--- config.mk ---
export PLATFORM = sky130hd
export DESIGN_NAME = gpp_port
export DESIGN_NICKNAME = d
export VERILOG_FILES = /design/src/gpp_pkg.sv /design/src/gpp_port.sv
export SDC_FILE = /design/constraint.sdc
export NUM_CORES = 1
export LEC_CHECK = 0
export BUFFER_PORTS_ARGS = -buffer_cell sky130_fd_sc_hd__buf_2
export CAP_MARGIN = 30
export CORE_MARGIN = 10
export CORE_UTILIZATION = 55
export DETAILED_ROUTE_END_ITERATION = 12
export GPL_ROUTABILITY_DRIVEN = 0
export PLACE_DENSITY = 0.82
export SLEW_MARGIN = 5
export SYNTH_ARGS = -nofsm -noshare
export SYNTH_HDL_FRONTEND = slang
export SYNTH_SLANG_ARGS = --single-unit
--- constraint.sdc ---
create_clock -name SYS_CLK -period 3.67 [get_ports SYS_CLK]
set_clock_uncertainty 0.2 [all_clocks]
set_input_delay 0.734 -clock SYS_CLK [delete_from_list [all_inputs] [get_ports SYS_CLK]]
set_output_delay 0.734 -clock SYS_CLK [all_outputs]
set_load 0.05 [all_outputs]
--- src/gpp_pkg.sv ---
// package for the eight-pin port block
package gpp_pkg;
    localparam int PIN_W = 8;
    localparam int ADDR_W = 2;
    localparam int DATA_W = 8;
    localparam logic [ADDR_W-1:0] ADDR_LEVEL = 2'h0;
    localparam logic [ADDR_W-1:0] ADDR_DIR = 2'h1;
    localparam logic [ADDR_W-1:0] ADDR_MODE = 2'h2;
    localparam logic [ADDR_W-1:0] ADDR_SENSE = 2'h3;
    localparam logic [PIN_W-1:0] RST_PORT = 8'h00;
    localparam logic [1:0] RST_SENSE = 2'h0;
    localparam logic [PIN_W-1:0] IRQ_CAPABLE = 8'hFF;
    localparam int SENSE_W = 2;
    typedef enum logic [1:0] {
        GPP_SENSE_FALL_LOW,
        GPP_SENSE_RISE,
        GPP_SENSE_FALL,
        GPP_SENSE_BOTH
    } gpp_sense_e;
endpackage : gpp_pkg

--- src/gpp_port.sv ---
// eight-pin port with direction, mode, alternate functions and event request
//
// Added by the designer: the register addresses and the plain strobed port.
`timescale 1ns/100ps
`default_nettype none
// Behaviour
// eight pins, each independently input, interrupt input, or output
// bit x of every port register belongs to pin x
// direction clear: pin is input, level reads return pin level
// level writes on input pins only store the latch
// input mode bit picks floating or pull-up; high driver off
// direction,mode: 00 float, 01 pull-up/irq, 10 open-drain, 11 push-pull
// interrupt inputs raise external request independently
// events qualified by group sense setting, then ORed to one request
// request latch hidden from software, cleared on vector fetch
// changing sense setting discards pending request
// direction set: pin driven from latch; reads return latch
// output mode bit: push-pull or open-drain; 1 floats in open-drain
// peripheral use selects alternate function, overriding port setting
// peripheral-driven pin becomes output, drive kind from peripheral
// pin feeding a peripheral is input; level still readable
// input pin with alternate output enabled reads alternate output
// output pin with alternate input enabled feeds latch to peripheral
// software writes latch before switching pin to output
// software avoids single-bit read-modify-write on latch
// software keeps alternate function off on interrupt inputs
// bidirectional peripheral pins left floating input by software
// pin inputs pass two-stage synchroniser before use
module gpp_port (
    input wire logic SYS_CLK,
    input wire logic ARST_N,
    input wire logic [gpp_pkg::ADDR_W-1:0] ADDR,
    input wire logic [gpp_pkg::DATA_W-1:0] WDATA,
    input wire logic WR,
    input wire logic RD,
    output logic [gpp_pkg::DATA_W-1:0] RDATA,
    input wire logic [gpp_pkg::PIN_W-1:0] PIN_IN,
    output logic [gpp_pkg::PIN_W-1:0] PIN_OUT,
    output logic [gpp_pkg::PIN_W-1:0] PIN_OE,
    output logic [gpp_pkg::PIN_W-1:0] PIN_PULLUP,
    input wire logic [gpp_pkg::PIN_W-1:0] ALT_OUT_EN,
    input wire logic [gpp_pkg::PIN_W-1:0] ALT_OUT,
    input wire logic [gpp_pkg::PIN_W-1:0] ALT_OPEN_DRAIN,
    input wire logic [gpp_pkg::PIN_W-1:0] ALT_IN_EN,
    output logic [gpp_pkg::PIN_W-1:0] ALT_IN,
    input wire logic VEC_FETCH,
    output logic EXT_IRQ
);
    import gpp_pkg::*;

    // ************************************************
    // register file
    // ************************************************
    logic [PIN_W-1:0] level_reg, level_next;
    logic [PIN_W-1:0] dir_reg, dir_next;
    logic [PIN_W-1:0] mode_reg, mode_next;
    logic [SENSE_W-1:0] sense_reg, sense_next;
    logic [DATA_W-1:0] rdata_reg, rdata_next;
    logic [PIN_W-1:0] pin_seen;
    logic sense_chg;

    always_comb begin
        level_next = level_reg;
        dir_next = dir_reg;
        mode_next = mode_reg;
        sense_next = sense_reg;
        rdata_next = rdata_reg;
        if (WR) begin
            unique case (ADDR)
                ADDR_LEVEL: level_next = WDATA;
                ADDR_DIR: dir_next = WDATA;
                ADDR_MODE: mode_next = WDATA;
                ADDR_SENSE: sense_next = WDATA[SENSE_W-1:0];
            endcase
        end
        if (RD) begin
            unique case (ADDR)
                ADDR_LEVEL: rdata_next = pin_seen;
                ADDR_DIR: rdata_next = dir_reg;
                ADDR_MODE: rdata_next = mode_reg;
                ADDR_SENSE: rdata_next = {{(DATA_W-SENSE_W){1'b0}}, sense_reg};
            endcase
        end
    end

    assign sense_chg = WR && (ADDR == ADDR_SENSE) && (WDATA[SENSE_W-1:0] != sense_reg);

    always_ff @(posedge SYS_CLK or negedge ARST_N) begin
        if (!ARST_N) begin
            level_reg <= RST_PORT;
            dir_reg <= RST_PORT;
            mode_reg <= RST_PORT;
            sense_reg <= RST_SENSE;
            rdata_reg <= RST_PORT;
        end else begin
            level_reg <= level_next;
            dir_reg <= dir_next;
            mode_reg <= mode_next;
            sense_reg <= sense_next;
            rdata_reg <= rdata_next;
        end
    end
    assign RDATA = rdata_reg;

    // ************************************************
    // input synchroniser
    // ************************************************
    logic [PIN_W-1:0] sync1_reg, sync1_next, sync2_reg, sync2_next, prev_reg, prev_next;

    always_comb begin
        sync1_next = PIN_IN;
        sync2_next = sync1_reg;
        prev_next = sync2_reg;
    end

    always_ff @(posedge SYS_CLK or negedge ARST_N) begin
        if (!ARST_N) begin
            sync1_reg <= RST_PORT;
            sync2_reg <= RST_PORT;
            prev_reg <= RST_PORT;
        end else begin
            sync1_reg <= sync1_next;
            sync2_reg <= sync2_next;
            prev_reg <= prev_next;
        end
    end

    // ************************************************
    // pin drivers
    // ************************************************
    logic [PIN_W-1:0] irq_sel;
    logic [PIN_W-1:0] pin_out_reg, pin_out_next, pin_oe_reg, pin_oe_next;
    logic [PIN_W-1:0] pull_reg, pull_next, alt_in_reg, alt_in_next;

    for (genvar i = 0; i < PIN_W; i++) begin : g_pin
        always_comb begin
            if (ALT_OUT_EN[i]) begin
                pin_out_next[i] = ALT_OUT[i];
                pin_oe_next[i] = !(ALT_OPEN_DRAIN[i] && ALT_OUT[i]);
                pull_next[i] = 1'b0;
            end else if (dir_reg[i]) begin
                pin_out_next[i] = level_reg[i];
                pin_oe_next[i] = mode_reg[i] || !level_reg[i];
                pull_next[i] = 1'b0;
            end else begin
                pin_out_next[i] = 1'b0;
                pin_oe_next[i] = 1'b0;
                pull_next[i] = mode_reg[i];
            end
            alt_in_next[i] = dir_reg[i] ? level_reg[i] : sync2_reg[i];
            pin_seen[i] = dir_reg[i] ? level_reg[i]
                        : (ALT_OUT_EN[i] ? ALT_OUT[i] : sync2_reg[i]);
            irq_sel[i] = IRQ_CAPABLE[i] && !dir_reg[i] && mode_reg[i];
        end
    end

    always_ff @(posedge SYS_CLK or negedge ARST_N) begin
        if (!ARST_N) begin
            pin_out_reg <= RST_PORT;
            pin_oe_reg <= RST_PORT;
            pull_reg <= RST_PORT;
            alt_in_reg <= RST_PORT;
        end else begin
            pin_out_reg <= pin_out_next;
            pin_oe_reg <= pin_oe_next;
            pull_reg <= pull_next;
            alt_in_reg <= alt_in_next;
        end
    end
    assign PIN_OUT = pin_out_reg;
    assign PIN_OE = pin_oe_reg;
    assign PIN_PULLUP = pull_reg;
    assign ALT_IN = alt_in_reg;

    // ************************************************
    // event detection and request latch
    // ************************************************
    function automatic logic qualify(input logic [SENSE_W-1:0] s, input logic cur,
                                     input logic old);
        unique case (gpp_sense_e'(s))
            GPP_SENSE_FALL_LOW: qualify = !cur;
            GPP_SENSE_RISE: qualify = cur && !old;
            GPP_SENSE_FALL: qualify = !cur && old;
            GPP_SENSE_BOTH: qualify = cur != old;
        endcase
    endfunction : qualify

    logic [PIN_W-1:0] ev;
    logic any_ev;
    logic irq_reg, irq_next;

    always_comb begin
        for (int k = 0; k < PIN_W; k++) begin
            ev[k] = irq_sel[k] && qualify(sense_reg, sync2_reg[k], prev_reg[k]);
        end
        any_ev = |ev;
        irq_next = irq_reg;
        if (VEC_FETCH) begin
            irq_next = 1'b0;
        end
        if (any_ev) begin
            irq_next = 1'b1;
        end
        if (sense_chg) begin
            irq_next = 1'b0;
        end
    end

    always_ff @(posedge SYS_CLK or negedge ARST_N) begin
        if (!ARST_N) begin
            irq_reg <= 1'b0;
        end else begin
            irq_reg <= irq_next;
        end
    end
    assign EXT_IRQ = irq_reg;
endmodule : gpp_port
`default_nettype wire

==> out/results.ini, run 1 <==
[logic_synthesis]
synth_edf_count = 0
synth_cells = 346
seq_area_frac_synth_pct = 57.7
synth_area_um2 = 3940
synth_warnings = 0
synth-seq-cells = 91
synth_top_flop_cell = dfrtp_1
async_reset_ff_share_pct = 100
syn_nets = 417
ys_types = 41
syn_area_per_cell_um2 = 11.4

[cells_and_area]
mostFrequentLayoutCells = dfrtp_1, buf_2, a21oi_1
fin_util_pct = 67.6
area_delta_synth_final_pct = 17.8
fillers = 548
drive_above_1_share_pct = 30.2
diodes = 0
seqCellArea_um2 = 2280
finalNetCount = 506
multi_input_area_um2 = 1510
layout_commonest_cell = dfrtp_1
postLayoutCellArea_um2 = 4650

[cts]
root_buffer = clkbuf_8
cts_tree = done
htree_levels = 3
cts_buffers = 9
cts_resized = 0
clk-insertion-delay-late_ns = 0.36
clk_path_buf_depth = 2
clk_pin_slew_ns = 0.08
hold_buffers = 0
clock-sinks = 91
postCtsSetupBuffers = 0

[job]
cap_violations = 0

[global_routing]
grt_usage_pct = 16.4
grt_pass1_wl_um = 14600
grt_max_degree = 50
first_global_vias = 2863
antenna_found_initial = 0
grt-ovfl-total = 0

[floorplanning]
die_w_um = 105
die_y_um = 105
dieArea_um2 = 11000
initial_core_util_pct = 57.4
rows = 30
coreArea_um2 = 6870
io_pins = 96

[run_status]
status = completed

[drt]
finalWirelength_um = 8730
via_per_inst = 5.30
drtAntennaViolNets = 0
drt-pass1-iter-count = 4
post_drt_wl_per_cell_um = 16.3
num_vias = 2839
drc = 0
drt_iter0_drc = 112

[timing]
min_period_over_period_pct = 69.1
tns_ns = 0
max_freq_ghz = 0.394
rsz0062_at_grt = no
slew_viol_final = 0
setup_ws_ns = 1.13
post-route-min-period_ns = 2.54
finalSetupViolations = 0
relSlewSlack_pct = 38.7
hold_viol_final = 0
worstMarginPinSlew_ns = 0.919

[placement]
dp_slack_ns = 1.12
numPortBuffers = 87
placedInstanceArea_um2 = 4470
dp_hpwl_um = 6270

[pwr]
total_power_w = 0.00257
ir_drop_mv = 0.411
power_density_nw_per_um2 = 553
leakage_nw = 2.24

[min_path]
hold_path.class = in -> async

[worst_setup_path]
critical_path_arrival_ns = 2.58
timing.rr.start = sense_reg[1]
critPathCaptureType = register
worstPathMaxFanout = 31
cp-startpoint = sense_reg[1]
cp-start-kind = register
crit_required_ns = 3.71
critPathKind = reg -> reg
r2r_end = EXT_IRQ
rrSetupSlack_ns = 1.13
rr_worst_depth = 5

## cell usage after synthesis (3+ instances only)
| master | n | area share (%) |
|---|---|---|
| o21ai_0 | 26 | 3.3 |
| ha_1 | 16 | 5.1 |
| a21oi_1 | 28 | 3.6 |
| nor2_1 | 24 | 2.3 |
| nand2b_1 | 20 | 3.2 |
| nor3b_1 | 3 | 0.57 |
| a31oi_1 | 8 | 1.3 |
| dfrtp_1 | 91 | 58 |
| inv_1 | 23 | 2.2 |
| clkbuf_1 | 4 | 0.38 |
| nand2_1 | 24 | 2.3 |
| mux2i_1 | 3 | 0.76 |
| a211oi_1 | 5 | 0.95 |
| o211ai_1 | 3 | 0.57 |
| o311ai_1 | 3 | 0.67 |
| mux2_2 | 26 | 7.4 |
| a211o_1 | 5 | 1.1 |
| o21ai_1 | 3 | 0.38 |
## per-layer routing
layer | GRT usage (%) | wire length (µm) | up-vias
met2 | 26.2 | 4150 | 94
met5 | 0 | 0 | -
li1 | - | - | 1381
met4 | 3.63 | 99 | 0
met1 | 20.1 | 3770 | 1354
met3 | 7.25 | 712 | 10
## worst max-delay path: stages (launching register included)
cell,delay (ns)
dfrtp_1,0.95
mux4_2,0.42
nor2b_1,0.15
a2111oi_1,0.29
o2111ai_1,0.16
o22a_1,0.23
## where the power goes
part	internal [W]	switching, W
clock	0.000267	0.000348
combinational	0.000224	0.000469
sequential	0.00114	0.000122
total	0.00163	0.000939
## worst max path at each step
stage	endpoint	depth (start not counted)
floorplan	EXT_IRQ	7
global placement	EXT_IRQ	5
detailed placement	EXT_IRQ	5
CTS	EXT_IRQ	5
global route	EXT_IRQ	6
finish	EXT_IRQ	5
## cells by family (layout without fill, tap and decap cells)
| kind of cell | after synthesis | in the layout | synth area share, % |
|---|---|---|---|
| compound gates | 91 | 91 | 13.9 |
| flops | 91 | 91 | 57.7 |
| simple gates | 81 | 81 | 10.1 |
| buf+inv | 35 | 129 | 4.00 |
| mux | 30 | 30 | 8.76 |
| fa+ha+maj | 16 | 16 | 5.08 |
| xor+xnor | 2 | 2 | 0.444 |
## metrics by stage
stage / hold slack [ns] / std cells
after floorplan: 0.131 / 346
after global placement: 0.133 / 519
after detailed placement: 0.136 / 520
after CTS: 0.157 / 536
after global routing: 0.163 / 536
final: 0.155 / 536
## area by class of cell
type	instances	share of cell area, %
Tap cell	96	2.59
Multi-Input combinational cell	220	32.5
Inverter	25	2.05
Clock inverter	5	0.808
Clock buffer	11	3.04
Timing Repair Buffer	88	10.0
Sequential cell	91	49.0
Power figures use the tool's default switching activity.
==> inputs of run 2 (changes only) <==
--- a/config.mk
+++ b/config.mk
@@ -8,10 +8,10 @@
 export BUFFER_PORTS_ARGS = -buffer_cell sky130_fd_sc_hd__buf_2
 export CAP_MARGIN = 30
 export CORE_MARGIN = 10
-export CORE_UTILIZATION = 55
+export CORE_UTILIZATION = 48
 export DETAILED_ROUTE_END_ITERATION = 12
 export GPL_ROUTABILITY_DRIVEN = 0
-export PLACE_DENSITY = 0.82
+export PLACE_DENSITY = 0.76
 export SLEW_MARGIN = 5
 export SYNTH_ARGS = -nofsm -noshare
 export SYNTH_HDL_FRONTEND = slang
==> constraint.sdc (replaced) <==
create_clock -name SYS_CLK -period 2.11 [get_ports SYS_CLK]
set_clock_uncertainty 0.2 [all_clocks]
set_input_delay 0.422 -clock SYS_CLK [delete_from_list [all_inputs] [get_ports SYS_CLK]]
set_output_delay 0.422 -clock SYS_CLK [all_outputs]
set_load 0.05 [all_outputs]
==> out/results.ini, run 2 (synthesis gave the netlist of run 1 again) <==
[run_status]
status = complete, but fails checks
violations = setup timing

[worst_setup_path]
cp-startpoint = prev_reg[2]
crit_required_ns = 2.16  ; -1.55 ns
rr_worst_depth = 8  ; +3
cp-start-kind = register
critPathKind = reg -> reg
critPathCaptureType = register
critical_path_arrival_ns = 2.26  ; -0.32 ns
worstPathMaxFanout = 2  ; -94%
endpoint = EXT_IRQ
r2r_end = EXT_IRQ
rrSetupSlack_ns = -0.1  ; -1.23 ns
timing.rr.start = prev_reg[2]

[timing]
setup_ws_ns = -0.0971  ; -1.23 ns
finalSetupViolations = 1  ; +1
relSlewSlack_pct = 64.9  ; +26 points
min_period_over_period_pct = 105  ; +35 points
rsz0062_at_grt = yes
slew_viol_final = 0  ; unchanged
post-route-min-period_ns = 2.21  ; -0.329 ns
worstMarginPinSlew_ns = 0.513  ; -0.406 ns
max_freq_ghz = 0.453  ; +15%
fin_hold_ws_ns = 0.0438  ; -0.112 ns
hold_viol_final = 0  ; unchanged

[global_routing]
grt_pass1_wl_um = 15000  ; +3.3%
grt_max_degree = 92  ; +84%
grt_usage_pct = 15.1  ; -1.3 points
first_global_vias = 3084  ; +7.7%
antenna_found_initial = 1  ; +1
grt-ovfl-total = 0  ; unchanged

[cells_and_area]
finalNetCount = 533  ; +5.3%
drive_above_1_share_pct = 32.5  ; +2.3 points
multi_input_area_um2 = 1510  ; +0.33%
seqCellArea_um2 = 2280  ; unchanged
area_delta_synth_final_pct = 25.0
postLayoutCellArea_um2 = 4930  ; +6.1%
layout_commonest_cell = dfrtp_1
mostFrequentLayoutCells = dfrtp_1, buf_2, a21oi_1
fillers = 696  ; +27%

[cts]
htree_levels = 3  ; unchanged
clk-insertion-delay-late_ns = 0.36  ; about the same
clk_pin_slew_ns = 0.08  ; about the same
root_buffer = clkbuf_8
clk_path_buf_depth = 2  ; unchanged
postCtsSetupBuffers = 0  ; unchanged
clock-sinks = 91  ; unchanged
cts_buffers = 9  ; unchanged
cts_tree = done

[floorplanning]
io_pins = 96  ; unchanged
dieArea_um2 = 12200  ; +12%
die_w_um = 111  ; +5.7%
coreArea_um2 = 8090  ; +18%
die_y_um = 111  ; +5.7%
initial_core_util_pct = 48.7  ; -8.7 points
rows = 33  ; +10%

[drt]
post_drt_wl_per_cell_um = 15.9  ; -2.5%
drtAntennaViolNets = 0  ; unchanged
drc = 0  ; unchanged
finalWirelength_um = 9110  ; +4.3%
num_vias = 2990  ; +5.3%
drt-pass1-iter-count = 4  ; unchanged
via_per_inst = 5.22  ; -1.5%
drt_iter0_drc = 134  ; +20%

[pwr]
leakage_nw = 2.38  ; +6.7%
power_density_nw_per_um2 = 964  ; +74%
ir_drop_mv = 0.422  ; +2.7%

[min_path]
hold_path.class = in -> reg

[placement]
placedInstanceArea_um2 = 4610  ; +3.1%
dp_hpwl_um = 6560  ; +4.7%
numPortBuffers = 87  ; unchanged

[job]
cap_violations = 0  ; unchanged

## run 2: area by class of cell
| type | count | area share (%) |
|---|---|---|
| clock buffer | 12 | 3.15 |
| tap | 105 | 2.66 |
| clock inverter | 4 | 1.47 |
| inverter | 25 | 1.93 |
| timing repair buffer | 115 | 13.9 |
| sequential | 91 | 46.2 |
| antenna | 1 | 0.0507 |
| multi-input combinational | 220 | 30.7 |
## run 2: worst min path at each step
stage / start / end / slack [ns] / cells past startpoint
2_1_floorplan: ARST_N / ALT_IN[0] / -0.07 / 0
6_report: ALT_OPEN_DRAIN[5] / PIN_OE[5] / 0.04 / 2
4_1_cts: ALT_OPEN_DRAIN[5] / PIN_OE[5] / 0.03 / 2
3_5_place_dp: sync1_reg[4] / prev_next[4] / 0.13 / 0
3_3_place_gp: sync1_reg[7] / prev_next[7] / 0.13 / 0
5_1_grt: ALT_OPEN_DRAIN[1] / PIN_OE[1] / 0.04 / 2
## run 2: where the power goes
| group | switching, W | internal, W | leakage (nW) | total [W] |
|---|---|---|---|---|
| registers | 0.000165 | 0.00198 | 1.09 | 0.00215 |
| clock network | 0.000570 | 0.000730 | 0.113 | 0.00130 |
| logic | 0.000872 | 0.000434 | 1.19 | 0.00131 |
| total | 0.00161 | 0.00315 | 2.38 | 0.00475 |
## run 2: worst max-delay path, stage by stage (launching register included)
cell	delay, ns
dfrtp_1	0.35
inv_1	0.05
ha_1	0.28
clkinv_2	0.04
mux4_2	0.44
nor2b_1	0.15
a2111oi_2	0.21
o2111ai_1	0.15
o22a_1	0.23
## run 2: layer usage
| layer | GRT usage (%) | wire [µm] | vias up | part of all wire, % |
|---|---|---|---|---|
| met2 | 24.3 | 4290 | 76 | 47 |
| met4 | 7.81 | 233 | 0 | 2.6 |
| met3 | 4.27 | 536 | 15 | 5.9 |
| li1 | - | - | 1433 | - |
| met5 | 0 | 0 | - | 0 |
| met1 | 17.9 | 4050 | 1466 | 44 |
## run 2: through the flow
stage / total power, W / setup TNS (ns) / std cells / setup slack [ns] / util (%)
2_1_floorplan: 0.00307 / -0.102 / 346 / -0.102 / -
3_3_place_gp: 0.00344 / -0.152 / 547 / -0.152 / 56.9
3_5_place_dp: 0.00348 / -0.161 / 547 / -0.161 / 56.9
4_1_cts: 0.00481 / -0.110 / 572 / -0.110 / 60.9
5_1_grt: 0.00501 / -0.212 / 572 / -0.212 / 60.9
6_report: 0.00475 / -0.0971 / 573 / -0.0971 / 60.9
## run 2: what timing repair did
item                       CTS  global route
hold endpoints to repair    99             0
setup endpoints to repair    1             1
hold buffers                 9             0
resized for setup            1             0
pin swaps                    1             0
